--- src/rtl/faes_pkg.sv ---
// ---------------------------------------------------------------
// shared constants of the framer alarm and event status block
// ---------------------------------------------------------------
package faes_pkg;
	// register offsets on the 8-bit control port
	localparam logic [7:0] FAES_OFS_COND = 8'h1a;
	localparam logic [7:0] FAES_OFS_ALARM_GROUP3_IRQ_MASK = 8'h1b;
	localparam logic [7:0] FAES_OFS_SR4 = 8'h1c;
	localparam logic [7:0] FAES_OFS_FRAME_EVENT_IRQ_MASK = 8'h1d;
	// reset values
	localparam logic [7:0] FAES_RST_ALARM_GROUP3_IRQ_MASK = 8'h00;
	localparam logic [7:0] FAES_RST_SR4 = 8'h00;
	localparam logic [7:0] FAES_RST_FRAME_EVENT_IRQ_MASK = 8'h00;
	// bits 0..6 implemented in the fourth status and mask registers
	localparam logic [7:0] FAES_SR4_USED = 8'h7f;
	// condition bit positions
	localparam int FAES_B_RRA = 0;
	localparam int FAES_B_DMA = 1;
	localparam int FAES_B_LNK = 2;
	localparam int FAES_B_RCL = 3;
	localparam int FAES_B_TCL = 4;
	localparam int FAES_B_LUP = 5;
	localparam int FAES_B_LDN = 6;
	localparam int FAES_B_SPR = 7;
	// event bit positions
	localparam int FAES_E_RAF = 0;
	localparam int FAES_E_RX_CRC_MULTIFRAME_EVENT = 1;
	localparam int FAES_E_RMF = 2;
	localparam int FAES_E_TAF = 3;
	localparam int FAES_E_TMF = 4;
	localparam int FAES_E_SA0 = 5;
	localparam int FAES_E_SA1 = 6;
	// bit indices in a received octet, msb is bit 1 of the line
	localparam int FAES_DMA_IDX = 2; // ts16 bit 6
	localparam int FAES_RRA_IDX = 5; // non-align bit 3
	localparam int FAES_SA7_IDX = 1; // non-align bit 7
	// persistence counts and thresholds
	localparam int FAES_RRA_RUN = 3;
	localparam int FAES_DMA_RUN = 2;
	localparam logic [4:0] FAES_SA1_ZMAX = 5'd3;
	// frames per multiframe
	localparam logic [4:0] FAES_MF_E1 = 5'd16;
	localparam logic [4:0] FAES_MF_D4 = 5'd12;
	localparam logic [4:0] FAES_MF_ESF = 5'd24;
	// channel time, least time rounds up to whole clock cycles
	localparam int FAES_CLK_NS = 50;
	localparam int FAES_E1_CHAN_NS = 3906;
	localparam int FAES_T1_CHAN_NS = 5181;
	localparam logic [7:0] FAES_E1_CHAN_CYC = 8'((FAES_E1_CHAN_NS + FAES_CLK_NS - 1) / FAES_CLK_NS);
	localparam logic [7:0] FAES_T1_CHAN_CYC = 8'((FAES_T1_CHAN_NS + FAES_CLK_NS - 1) / FAES_CLK_NS);
endpackage : faes_pkg

--- src/rtl/faes_persist.sv ---
`timescale 1ns/1ps
// ---------------------------------------------------------------
// state that flips after RUN consecutive samples of the other value
// ---------------------------------------------------------------
module faes_persist #(
	parameter int RUN = 3
) (
	input wire logic i_core_clk,
	input wire logic i_srst,
	input wire logic i_ce,
	input wire logic i_strobe,
	input wire logic i_bit,
	output logic o_state
);
	import faes_pkg::*;
	localparam int CW = $clog2(RUN + 1);
	typedef struct packed {
		logic [CW-1:0] cnt;
		logic state;
	} faes_per_t;
	faes_per_t st_r, st_nxt;

	// a run of opposite samples flips the state, a matching one restarts it
	always_comb begin
		st_nxt = st_r;
		if (i_strobe) begin
			if (i_bit != st_r.state) begin
				if (st_r.cnt == CW'(RUN - 1)) begin
					st_nxt.state = i_bit;
					st_nxt.cnt = '0;
				end else begin
					st_nxt.cnt = st_r.cnt + 1'b1;
				end
			end else begin
				st_nxt.cnt = '0;
			end
		end
	end

	always_ff @(posedge i_core_clk) begin
		if (i_srst) begin
			st_r <= '0;
		end else if (i_ce) begin
			st_r <= st_nxt;
		end
	end

	assign o_state = st_r.state;
endmodule // faes_persist

--- src/rtl/faes_core.sv ---
`timescale 1ns/1ps
// Behaviour
// - e1: distant mf alarm when ts16 frame0 bit 6 set two multiframes running
// - e1: access link detected flag follows recognised v5.2 link signal
// - receive clock loss set when line receive clock idle one channel time
// - transmit clock loss likewise; drives shared alarm pin when selected
// - t1: loop up, down and spare flags held while code received
// - group three mask: 0 blocks, 1 interrupts on both condition edges
// - e1: rx align frame event every 250us at align frame start
// - e1: rx crc4 multiframe event on boundary, free 2ms when crc4 off
// - e1: rx multiframe event every 2ms on rx multiframe boundary
// - t1: rx and tx multiframe events every 1.5ms d4 or 3ms esf
// - e1: tx align frame event every 250us at align frame start
// - e1: tx multiframe event every 2ms on tx multiframe boundary
// - e1: signaling all zeros event when ts16 zero over full multiframe
// - e1: signaling all ones event when ts16 under three zeros in 16 frames
// - group four mask: 0 masks event, 1 lets it interrupt
// - e1: remote alarm set after three ones, cleared after three zeros
// - latched event bits stay set until their status register is read
module faes_core (
	input wire logic i_core_clk,
	input wire logic i_srst,
	input wire logic i_ce,
	// register port
	input wire logic [7:0] i_addr,
	input wire logic i_rd,
	input wire logic i_wr,
	input wire logic [7:0] i_wdata,
	output logic [7:0] o_rdata,
	// mode
	input wire logic i_e1_mode,
	input wire logic i_esf_mode,
	input wire logic i_crc4_en,
	input wire logic i_alarm_pin_sel,
	// framer timing and data
	input wire logic i_rx_frame_strobe,
	input wire logic i_rx_mf_start,
	input wire logic i_rx_crc_mf_start,
	input wire logic [7:0] i_ts16_data,
	input wire logic [7:0] i_rx_nonalign_bits,
	input wire logic i_tx_frame_strobe,
	input wire logic i_tx_mf_start,
	input wire logic i_rx_sync_loss,
	// line clocks, sampled as plain inputs
	input wire logic i_line_receive_clock_in,
	input wire logic i_line_transmit_clock,
	// in-band code detector matches
	input wire logic i_loop_up_match,
	input wire logic i_loop_down_match,
	input wire logic i_spare_match,
	output logic o_alarm_pin,
	output logic o_int_n
);
	import faes_pkg::*;

	// ---------------------------------------------------------------
	// state
	// ---------------------------------------------------------------
	typedef struct packed {
		logic [7:0] alarm_group3_irq_mask;
		logic [7:0] frame_event_irq_mask;
		logic [7:0] sr4;
		logic [7:0] cond;
		logic [7:0] pend3;
		logic [7:0] rdata;
		logic int_n;
		logic alarm;
		logic [4:0] rx_fn;
		logic [4:0] rx_crc_fn;
		logic [4:0] tx_fn;
		logic zacc;
		logic [4:0] zcnt;
		logic dma_seen;
		logic [2:0] sa7_hist;
		logic lnk;
		logic rclk_d;
		logic line_transmit_clock_d;
		logic [7:0] rclk_idle;
		logic [7:0] line_transmit_clock_idle;
	} faes_state_t;
	faes_state_t st_r, st_nxt;

	logic rra_state;
	logic dma_state;
	logic naf_strobe;
	logic dma_strobe;
	logic [4:0] mf_len;
	logic [7:0] chan_cyc;
	logic [3:0] ts16_zeros;

	// non-align frames are the odd frames of the e1 multiframe
	assign naf_strobe = i_e1_mode && i_rx_frame_strobe && st_nxt.rx_fn[0];
	assign dma_strobe = i_e1_mode && i_rx_frame_strobe && (st_nxt.rx_fn == 5'd0);
	assign mf_len = i_e1_mode ? FAES_MF_E1 : (i_esf_mode ? FAES_MF_ESF : FAES_MF_D4);
	assign chan_cyc = i_e1_mode ? FAES_E1_CHAN_CYC : FAES_T1_CHAN_CYC;

	// zeros in the current ts16 octet
	always_comb begin
		ts16_zeros = '0;
		for (int i = 0; i < 8; i++) begin
			ts16_zeros = ts16_zeros + 4'(!i_ts16_data[i]);
		end
	end

	// ---------------------------------------------------------------
	// persistence filters
	// ---------------------------------------------------------------
	faes_persist #(.RUN(FAES_RRA_RUN)) u_rra (
		.i_core_clk(i_core_clk),
		.i_srst(i_srst),
		.i_ce(i_ce),
		.i_strobe(naf_strobe),
		.i_bit(i_rx_nonalign_bits[FAES_RRA_IDX]),
		.o_state(rra_state)
	);

	faes_persist #(.RUN(FAES_DMA_RUN)) u_dma (
		.i_core_clk(i_core_clk),
		.i_srst(i_srst),
		.i_ce(i_ce),
		.i_strobe(dma_strobe),
		.i_bit(i_ts16_data[FAES_DMA_IDX]),
		.o_state(dma_state)
	);

	// ---------------------------------------------------------------
	// next state
	// ---------------------------------------------------------------
	always_comb begin
		logic [7:0] ev;
		logic [7:0] cond_new;
		logic [7:0] clr3;
		logic [7:0] clr4;
		logic rx_mf_end;
		logic [4:0] zsum;
		ev = '0;
		cond_new = '0;
		clr3 = '0;
		clr4 = '0;
		rx_mf_end = 1'b0;
		zsum = '0;
		st_nxt = st_r;

		// rx frame position; the framer's alignment marker restarts it
		if (i_rx_frame_strobe) begin
			rx_mf_end = (st_r.rx_fn == mf_len - 5'd1);
			if (i_rx_mf_start || rx_mf_end) begin
				st_nxt.rx_fn = '0;
			end else begin
				st_nxt.rx_fn = st_r.rx_fn + 5'd1;
			end
			if (i_e1_mode && !st_nxt.rx_fn[0]) begin
				ev[FAES_E_RAF] = 1'b1;
			end
			if (st_nxt.rx_fn == 5'd0) begin
				ev[FAES_E_RMF] = 1'b1;
			end
			// free running crc4 count keeps the event alive when crc4 is off
			if (i_crc4_en && i_rx_crc_mf_start) begin
				st_nxt.rx_crc_fn = '0;
			end else if (st_r.rx_crc_fn == FAES_MF_E1 - 5'd1) begin
				st_nxt.rx_crc_fn = '0;
			end else begin
				st_nxt.rx_crc_fn = st_r.rx_crc_fn + 5'd1;
			end
			if (i_e1_mode && st_nxt.rx_crc_fn == 5'd0) begin
				ev[FAES_E_RX_CRC_MULTIFRAME_EVENT] = 1'b1;
			end
		end

		// ts16 content over the multiframe, judged at its last frame; the zero count
		// saturates so a silent timeslot cannot wrap it back under the threshold
		if (i_rx_frame_strobe && i_e1_mode) begin
			zsum = (st_nxt.rx_fn == 5'd0) ? 5'(ts16_zeros) : st_r.zcnt + 5'(ts16_zeros);
			if (st_nxt.rx_fn == 5'd0) begin
				st_nxt.zacc = |i_ts16_data;
			end else begin
				st_nxt.zacc = st_r.zacc | (|i_ts16_data);
			end
			st_nxt.zcnt = (zsum > FAES_SA1_ZMAX) ? FAES_SA1_ZMAX : zsum;
			if (st_nxt.rx_fn == mf_len - 5'd1) begin
				ev[FAES_E_SA0] = !(st_r.zacc | (|i_ts16_data));
				ev[FAES_E_SA1] = zsum < FAES_SA1_ZMAX;
			end
		end

		// tx frame position
		if (i_tx_frame_strobe) begin
			if (i_tx_mf_start || st_r.tx_fn == mf_len - 5'd1) begin
				st_nxt.tx_fn = '0;
			end else begin
				st_nxt.tx_fn = st_r.tx_fn + 5'd1;
			end
			if (i_e1_mode && !st_nxt.tx_fn[0]) begin
				ev[FAES_E_TAF] = 1'b1;
			end
			if (st_nxt.tx_fn == 5'd0) begin
				ev[FAES_E_TMF] = 1'b1;
			end
		end

		// v5.2 link: two of the last three sa7 bits zero
		// non-align test spelled out here so st_nxt never loops through naf_strobe
		if (i_e1_mode && i_rx_frame_strobe && st_nxt.rx_fn[0]) begin
			st_nxt.sa7_hist = {st_r.sa7_hist[1:0], i_rx_nonalign_bits[FAES_SA7_IDX]};
			st_nxt.lnk = (st_nxt.sa7_hist == 3'b000) || (st_nxt.sa7_hist == 3'b001) ||
				(st_nxt.sa7_hist == 3'b010) || (st_nxt.sa7_hist == 3'b100);
		end

		// idle counters on the line clocks saturate at the channel time
		st_nxt.rclk_d = i_line_receive_clock_in;
		st_nxt.line_transmit_clock_d = i_line_transmit_clock;
		if (i_line_receive_clock_in != st_r.rclk_d) begin
			st_nxt.rclk_idle = '0;
		end else if (st_r.rclk_idle < chan_cyc) begin
			st_nxt.rclk_idle = st_r.rclk_idle + 8'd1;
		end
		if (i_line_transmit_clock != st_r.line_transmit_clock_d) begin
			st_nxt.line_transmit_clock_idle = '0;
		end else if (st_r.line_transmit_clock_idle < chan_cyc) begin
			st_nxt.line_transmit_clock_idle = st_r.line_transmit_clock_idle + 8'd1;
		end

		// real time conditions, e1-only and t1-only ones gated by mode
		cond_new[FAES_B_RRA] = i_e1_mode && rra_state;
		cond_new[FAES_B_DMA] = i_e1_mode && dma_state;
		cond_new[FAES_B_LNK] = i_e1_mode && st_r.lnk;
		cond_new[FAES_B_RCL] = st_r.rclk_idle >= chan_cyc;
		cond_new[FAES_B_TCL] = st_r.line_transmit_clock_idle >= chan_cyc;
		cond_new[FAES_B_LUP] = !i_e1_mode && i_loop_up_match;
		cond_new[FAES_B_LDN] = !i_e1_mode && i_loop_down_match;
		cond_new[FAES_B_SPR] = !i_e1_mode && i_spare_match;
		st_nxt.cond = cond_new;

		// register reads clear latched bits; a new edge or event wins
		if (i_rd && i_addr == FAES_OFS_COND) begin
			clr3 = 8'hff;
		end
		if (i_rd && i_addr == FAES_OFS_SR4) begin
			clr4 = 8'hff;
		end
		st_nxt.pend3 = (st_r.pend3 & ~clr3) | (cond_new ^ st_r.cond);
		st_nxt.sr4 = ((st_r.sr4 & ~clr4) | ev) & FAES_SR4_USED;

		// mask writes
		if (i_wr && i_addr == FAES_OFS_ALARM_GROUP3_IRQ_MASK) begin
			st_nxt.alarm_group3_irq_mask = i_wdata;
		end
		if (i_wr && i_addr == FAES_OFS_FRAME_EVENT_IRQ_MASK) begin
			st_nxt.frame_event_irq_mask = i_wdata & FAES_SR4_USED;
		end

		// read data register; unmapped addresses read zero
		if (i_rd) begin
			unique case (i_addr)
				FAES_OFS_COND: st_nxt.rdata = st_r.cond;
				FAES_OFS_ALARM_GROUP3_IRQ_MASK: st_nxt.rdata = st_r.alarm_group3_irq_mask;
				FAES_OFS_SR4: st_nxt.rdata = st_r.sr4;
				FAES_OFS_FRAME_EVENT_IRQ_MASK: st_nxt.rdata = st_r.frame_event_irq_mask;
				default: st_nxt.rdata = 8'h00;
			endcase
		end

		// interrupt from the registered pending bits, one cycle behind them
		st_nxt.int_n = !(|(st_r.pend3 & st_r.alarm_group3_irq_mask) || |(st_r.sr4 & st_r.frame_event_irq_mask));
		st_nxt.alarm = i_alarm_pin_sel ? st_r.cond[FAES_B_TCL] : i_rx_sync_loss;
	end

	// ---------------------------------------------------------------
	// registers
	// ---------------------------------------------------------------
	always_ff @(posedge i_core_clk) begin
		if (i_srst) begin
			st_r <= '0;
			st_r.alarm_group3_irq_mask <= FAES_RST_ALARM_GROUP3_IRQ_MASK;
			st_r.frame_event_irq_mask <= FAES_RST_FRAME_EVENT_IRQ_MASK;
			st_r.sr4 <= FAES_RST_SR4;
			st_r.int_n <= 1'b1;
		end else if (i_ce) begin
			st_r <= st_nxt;
		end
	end

	assign o_rdata = st_r.rdata;
	assign o_int_n = st_r.int_n;
	assign o_alarm_pin = st_r.alarm;
endmodule // faes_core

--- config.mk ---
export PLATFORM = sky130hd
export DESIGN_NAME = faes_core
export DESIGN_NICKNAME = d
export VERILOG_FILES = /design/src/rtl/faes_pkg.sv /design/src/rtl/faes_persist.sv /design/src/rtl/faes_core.sv
export SDC_FILE = /design/constraint.sdc
export NUM_CORES = 1
export LEC_CHECK = 0
export BUFFER_PORTS_ARGS = -buffer_cell sky130_fd_sc_hd__buf_2
export CAP_MARGIN = 10
export CORE_UTILIZATION = 45
export DETAILED_ROUTE_END_ITERATION = 12
export GPL_TIMING_DRIVEN = 0
export PLACE_DENSITY = 0.62
export SETUP_SLACK_MARGIN = 0.15
export SYNTH_ARGS = -nofsm -noshare
export SYNTH_HDL_FRONTEND = slang
export SYNTH_SLANG_ARGS = --single-unit
--- constraint.sdc ---
create_clock -name i_core_clk -period 10.71 [get_ports i_core_clk]
set_input_delay 0.5355 -clock i_core_clk [delete_from_list [all_inputs] [get_ports i_core_clk]]
set_output_delay 0.5355 -clock i_core_clk [all_outputs]
set_load 0.005 [all_outputs]
* After elaboration in Yosys (flattened, before gate mapping)
Index checks and enable logic that the tools add are counted.
Widths: inputs -> output; s select.
** Word-level totals
- Memories :: 0
- Bits in latches :: 0
- Register bits after elaboration :: 96
- Input bits :: 52
- ROM bits :: 0
- RAM bits :: 0
- Output and inout port bits :: 10
- Logic and storage cells :: 165
** Operators by class
- Shifts and indexed selects :: 0
- Multipliers :: 0
- Reductions and logical operators :: 58
- Muxes and demuxes :: 35
- Eq/ne operators :: 17
- Bitwise logic cells :: 10
- Divide/modulo/power cells :: 0
- $lt $le $gt $ge :: 6
- $add $sub $neg :: 16
** Operator list (count)
- $mux 5 :: 11
- $mux 8 :: 5
- $eq 8x5->1 const B :: 4
- $pmux 8 s4 :: 1
- $reduce_or 8->1 :: 3
- $logic_not 5->1 :: 4
- $reduce_and 2->1 :: 10
- $logic_and 1x1->1 :: 17
- $add 4x1->4 :: 4
- $add 8x1->8 const B :: 2
- $and 8x8->8 :: 2
- $ge 8x7->1 :: 2
- $lt 8x7->1 :: 2
- $add 5x1->5 const B :: 3
- $eq 5x5->1 :: 3
- $and 7x7->7 :: 2
- $mux 2 :: 7
- $logic_not 1->1 :: 13
- $mux 10 :: 1
- $not 8->8 :: 1
- $or 8x8->8 :: 1
- $reduce_and 4->1 :: 2
- $xor 8x8->8 :: 1
- $mux 1 :: 7
- other kinds (24) :: 34

* Logic depth before layout (Yosys ltp)
- Depth after elaboration :: 14
- Gate-level depth with buffers :: 16

* Hierarchy
A second synthesis with hierarchy kept.
** Second synthesis, totals
- Cell total of the unflattened synthesis :: 636
- Area total of the unflattened synthesis :: 5507.8 sq um
** Modules (own cells, without submodules)
- faes_core :: instances 1, cells each 607, area an instance 5216.3 sq um
- faes_persist (u_dma) :: instances 1, cells each 15, area an instance 152.6 sq um
- faes_persist (u_rra) :: instances 1, cells each 14, area an instance 138.9 sq um

* Worst setup path before layout
No wires, ideal clock.
- Path kind :: input-to-reg
- Start :: input port i_ts16_data[0]
- End :: register st_r[23] (netlist name)
- Path buffers :: 0
- Path slack :: 6.516 ns
- Data arrival time :: 4.075 ns
- Cell stages on the path :: 16
- Cells stage by stage :: fa_1 > inv_1 > fa_1 > fa_1 > ha_1 > inv_1 > fa_1 > nor2b_1 > nor2_1 > ha_1 > a21oi_1 > nor4bb_1 > a21oi_1 > a21oi_1 > nand2_1 > o221a_1
** On the way
- Word-level cells in the longest chain between the ends :: 12
** Ends and longest elaborated chain
- from (decl) :: line faes_core.sv:39 : input wire logic [7:0] i_ts16_data,
- $logic_not 1->1 (*) :: line faes_core.sv:101 : ts16_zeros = ts16_zeros + 4'(!i_ts16_data[i]);
- $add 1x1->2 (*) :: line faes_core.sv:101
- $add 2x1->3 (*) :: line faes_core.sv:101
- $add 3x1->4 (*) :: line faes_core.sv:101
- $add 4x1->4 (*) (4 in a row) :: line faes_core.sv:101
- $add 5x4->5 :: line faes_core.sv:174 : zsum = (st_nxt.rx_fn == 5'd0) ? 5'(ts16_zeros) : st_r.zcnt + 5'(ts16_zeros);
- $mux 5 (*) :: line faes_core.sv:174
- $gt 5x2->1 :: line faes_core.sv:180 : st_nxt.zcnt = (zsum > FAES_SA1_ZMAX) ? FAES_SA1_ZMAX : zsum;
- $mux 5 (*) :: line faes_core.sv:180
- to (signal assigned) :: line faes_core.sv:280 : st_r <= st_nxt;
- to (decl) :: line faes_core.sv:81 : faes_state_t st_r, st_nxt;
Mark *: on every way between the ends. The rest lies on a longest branch, timed or not.
A chain may end at the register's enable or synchronous reset.

* Final worst setup path
Same ends and word-level chain as after synthesis.

==> impl_metrics.json <==
{
  "outcome": "complete, but fails checks",
  "violations": "design-rule violations",
  "clock_skew_ns": 0.00579,
  "fmax_mhz": 234,
  "htreeDepth": 3,
  "min_period_ns": 4.27,
  "grt_max_degree": 18,
  "die_area_um2": 12600,
  "hold_class": "input pin to flop",
  "start_util_pct": 47.1,
  "clk_pin_slew_worst_paths_ns": 0.07,
  "yosys_most_used_dff": "dfxtp_1",
  "worst-path-buf-inv": 3,
  "powerDensity_nw_per_um2": 137,
  "antenna_cells": 0,
  "grt_util_all_layers_pct": 23.6,
  "cts_setup_buffers": 0,
  "wl_mm": 14.1,
  "wl_per_cell_um": 15.9,
  "slowest_delay_ns": 0.53,
  "cts_sinks": 96,
  "drc_errors": 4,
  "pre_cts_ws_ns": 6.06,
  "die_h_um": 112,
  "synth-edff-count": 0,
  "crit_chain": "buf_2 -> fa_1 -> inv_1 -> fa_1 -> fa_1 -> ha_1 -> inv_1 -> fa_1 -> nor2b_1 -> nor2_1 -> ha_1 -> a21oi_1 -> nor4bb_1 -> a21oi_1 -> a21oi_1 -> nand2_1 -> o221a_1",
  "finalPower_mw": 0.853,
  "cp_max_fo": 4,
  "synth.area.top_cells": "dfxtp_1 (35%), a21oi_1 (6.3%), mux2i_1 (5.3%), ha_1 (5.0%), nor2_1 (4.6%)",
  "synth_top_area_share_pct": 35.1,
  "vdd_drop_max_v": 0.0000706,
  "synth_top_area_cell": "dfxtp_1",
  "fin_tns_setup_ns": 0,
  "synth_area_um2": 5480,
  "clk_latency_ns": 0.35,
  "io_buffers": 53,
  "ys_seq_elements": 96,
  "rows": 39,
  "path_class": "input pin to flop",
  "core_um2": 11600,
  "root_buffer": "clkbuf_16",
  "fill_cells": 1133,
  "setup_viol": 0,
  "tightest_slew_ns": 0.713,
  "hpwl_mm": 10.7,
  "pin_count": 62,
  "cts_tree": "built",
  "gp_congestion": 0.900,
  "p_leak_nw": 2.45,
  "hold_buffers": 0,
  "ant_nets": 0,
  "layout.nets": 816,
  "drive_gt1_share_pct": 12.0,
  "fin_ws_ns": 6.44,
  "critPathArrivalTime_ns": 4.52,
  "worst_setup_path_end_kind": "flop",
  "ys_async_sr_fraction_pct": 0,
  "critPathSlowestCell": "fa_1",
  "die_width_um": 112,
  "rsz0062_at_grt": "false",
  "critPathMostFrequentCell": "fa_1",
  "cts_resized": 0,
  "grt_pass1_wl_mm": 23.6,
  "dr.pass1.iters": 9,
  "fin_crit_sh_pct": 39.9,
  "crit_family": "adder cells",
  "critPathLaunchType": "input pin",
  "vias_per_cell": 5.74,
  "ys.warnings.count": 0,
  "drt_iter0_markers": 290,
  "cts_made_buffers": 9,
  "slew_viol_final": 0,
  "dr_total_vias": 5080,
  "syn_inst": 673,
  "whs_ns": 0.427,
  "max_cap_violations": 0,
  "grt_pass1_vias": 4851,
  "synth_seq_area_share_pct": 35.1,
  "syn-num-nets": 752,
  "hold_viol": 0,
  "grt_remaining_overflow": 0,
  "antenna_found_initial": 0,
  "crit_required_ns": 10.95,
  "areaGrowthSynthToFinish_pct": 14.1,
  "clk_path_buf_depth": 2,
  "synth_area_per_cell_um2": 8.14,
  "slew-limit-headroom_pct": 52.5,
  "synth_cell_types": 61
}
logic make-up (layout without fill, tap and decap cells):
kind of cell | Yosys count | count (layout) | share of synthesized area, %
flops | 96 | 96 | 35.1
simple gates | 267 | 267 | 25.5
xor+xnor | 17 | 17 | 2.72
mux | 29 | 29 | 5.30
compound gates | 172 | 172 | 18.9
buf+inv | 64 | 133 | 5.42
fa+ha+maj | 28 | 28 | 7.04
placed cells by master (no fill, tap or decap), drive strengths merged, types with 8 or more instances in the layout:
cell type   n
clkbuf     34
xnor2      12
nor2       67
buf        68
ha         22
or3        11
and2        8
nor3       15
o21ai      43
a21oi      69
nor2b      12
nand2      66
inv        25
mux2i      29
nand3      21
a22oi      16
nor4       11
nor3b      12
dfxtp      96
nand4       8
power breakdown:
part	internal, mW	total [mW]	switching [mW]
sequential	0.365	0.372	0.00702
combinational	0.0500	0.123	0.0726
clock	0.208	0.358	0.150
total	0.623	0.853	0.230
worst paths after layout:
check	startpoint	to	slack [ns]	depth (start not counted)
max reg2reg	st_r[40]	st_r[23]	8.07	9
max	i_ts16_data[0]	st_r[23]	6.44	17
min	i_wdata[5]	st_r[91]	0.43	3
min reg2reg	st_r[28]	st_r[75]	0.44	1
through the flow:
step,cell area [um2],cells,util [%]
6_report,6250,885,53.8
5_1_grt,6250,885,53.8
4_1_cts,6250,885,53.8
3_5_place_dp,5920,869,51.0
3_3_place_gp,5920,869,51.0
2_1_floorplan,5480,673,-
state kept, by name, summed over array words and instances, names as in the netlist:
signal         cells
o_alarm_pin        1
u_dma.o_state      1
u_rra.st_r         2
o_rdata            8
u_rra.o_state      1
u_dma.st_r         2
st_r              80
o_int_n            1
routing by layer:
layer	share of wire [%]	wire length (um)	global-route usage (%)	vias to the layer above
li1	-	-	-	2549
met1	47	6580	30.9	2403
met2	48	6730	40.2	110
met3	3.9	547	2.81	18
met4	1.8	251	8.36	0
met5	0	0	0	-
worst register-to-register path: stages, from the launching register on:
cell,delay (ns)
dfxtp_1,0.35
ha_1,0.23
buf_2,0.18
or3b_1,0.36
a21oi_1,0.16
o21ai_1,0.09
a311o_1,0.40
buf_6,0.15
or3_1,0.37
o221a_1,0.25
cells in the mapped netlist, types with 3 or more instances:
library cell,instances
a31oi_1,4
nand2_1,66
nor2_1,67
nand4_1,8
a32oi_1,3
nor2b_1,12
inv_1,23
a221oi_1,3
and3b_1,3
nor4bb_1,5
o211ai_1,3
buf_2,3
nor3b_1,12
o31ai_1,3
or3_1,11
and2_1,7
a22oi_1,16
xnor2_1,12
buf_4,8
or2_2,3
xor2_1,5
nor3_1,15
o21ai_1,4
clkbuf_1,25
nor4b_1,4
nand3_1,21
a211oi_1,4
or4_1,5
o21a_1,3
o22ai_1,4
a21oi_1,69
nand4b_1,5
nor4_1,11
ha_1,22
o21ai_0,39
fa_1,5
dfxtp_1,96
mux2i_1,29
a21o_1,4
buf_6,3
a22o_1,4
cell type report:
class | instances | area, um2 | area share [%]
plain buffers | 40 | 206 | 3.30
repair buffers | 53 | 265 | 4.25
clock inverters | 7 | 104 | 1.66
well taps | 143 | 179 | 2.86
flip-flops and latches | 96 | 1920 | 30.8
clock buffers | 9 | 225 | 3.60
inverters | 24 | 90.1 | 1.44
multi-input cells | 513 | 3260 | 52.1
(Power assumes the default switching activity.)
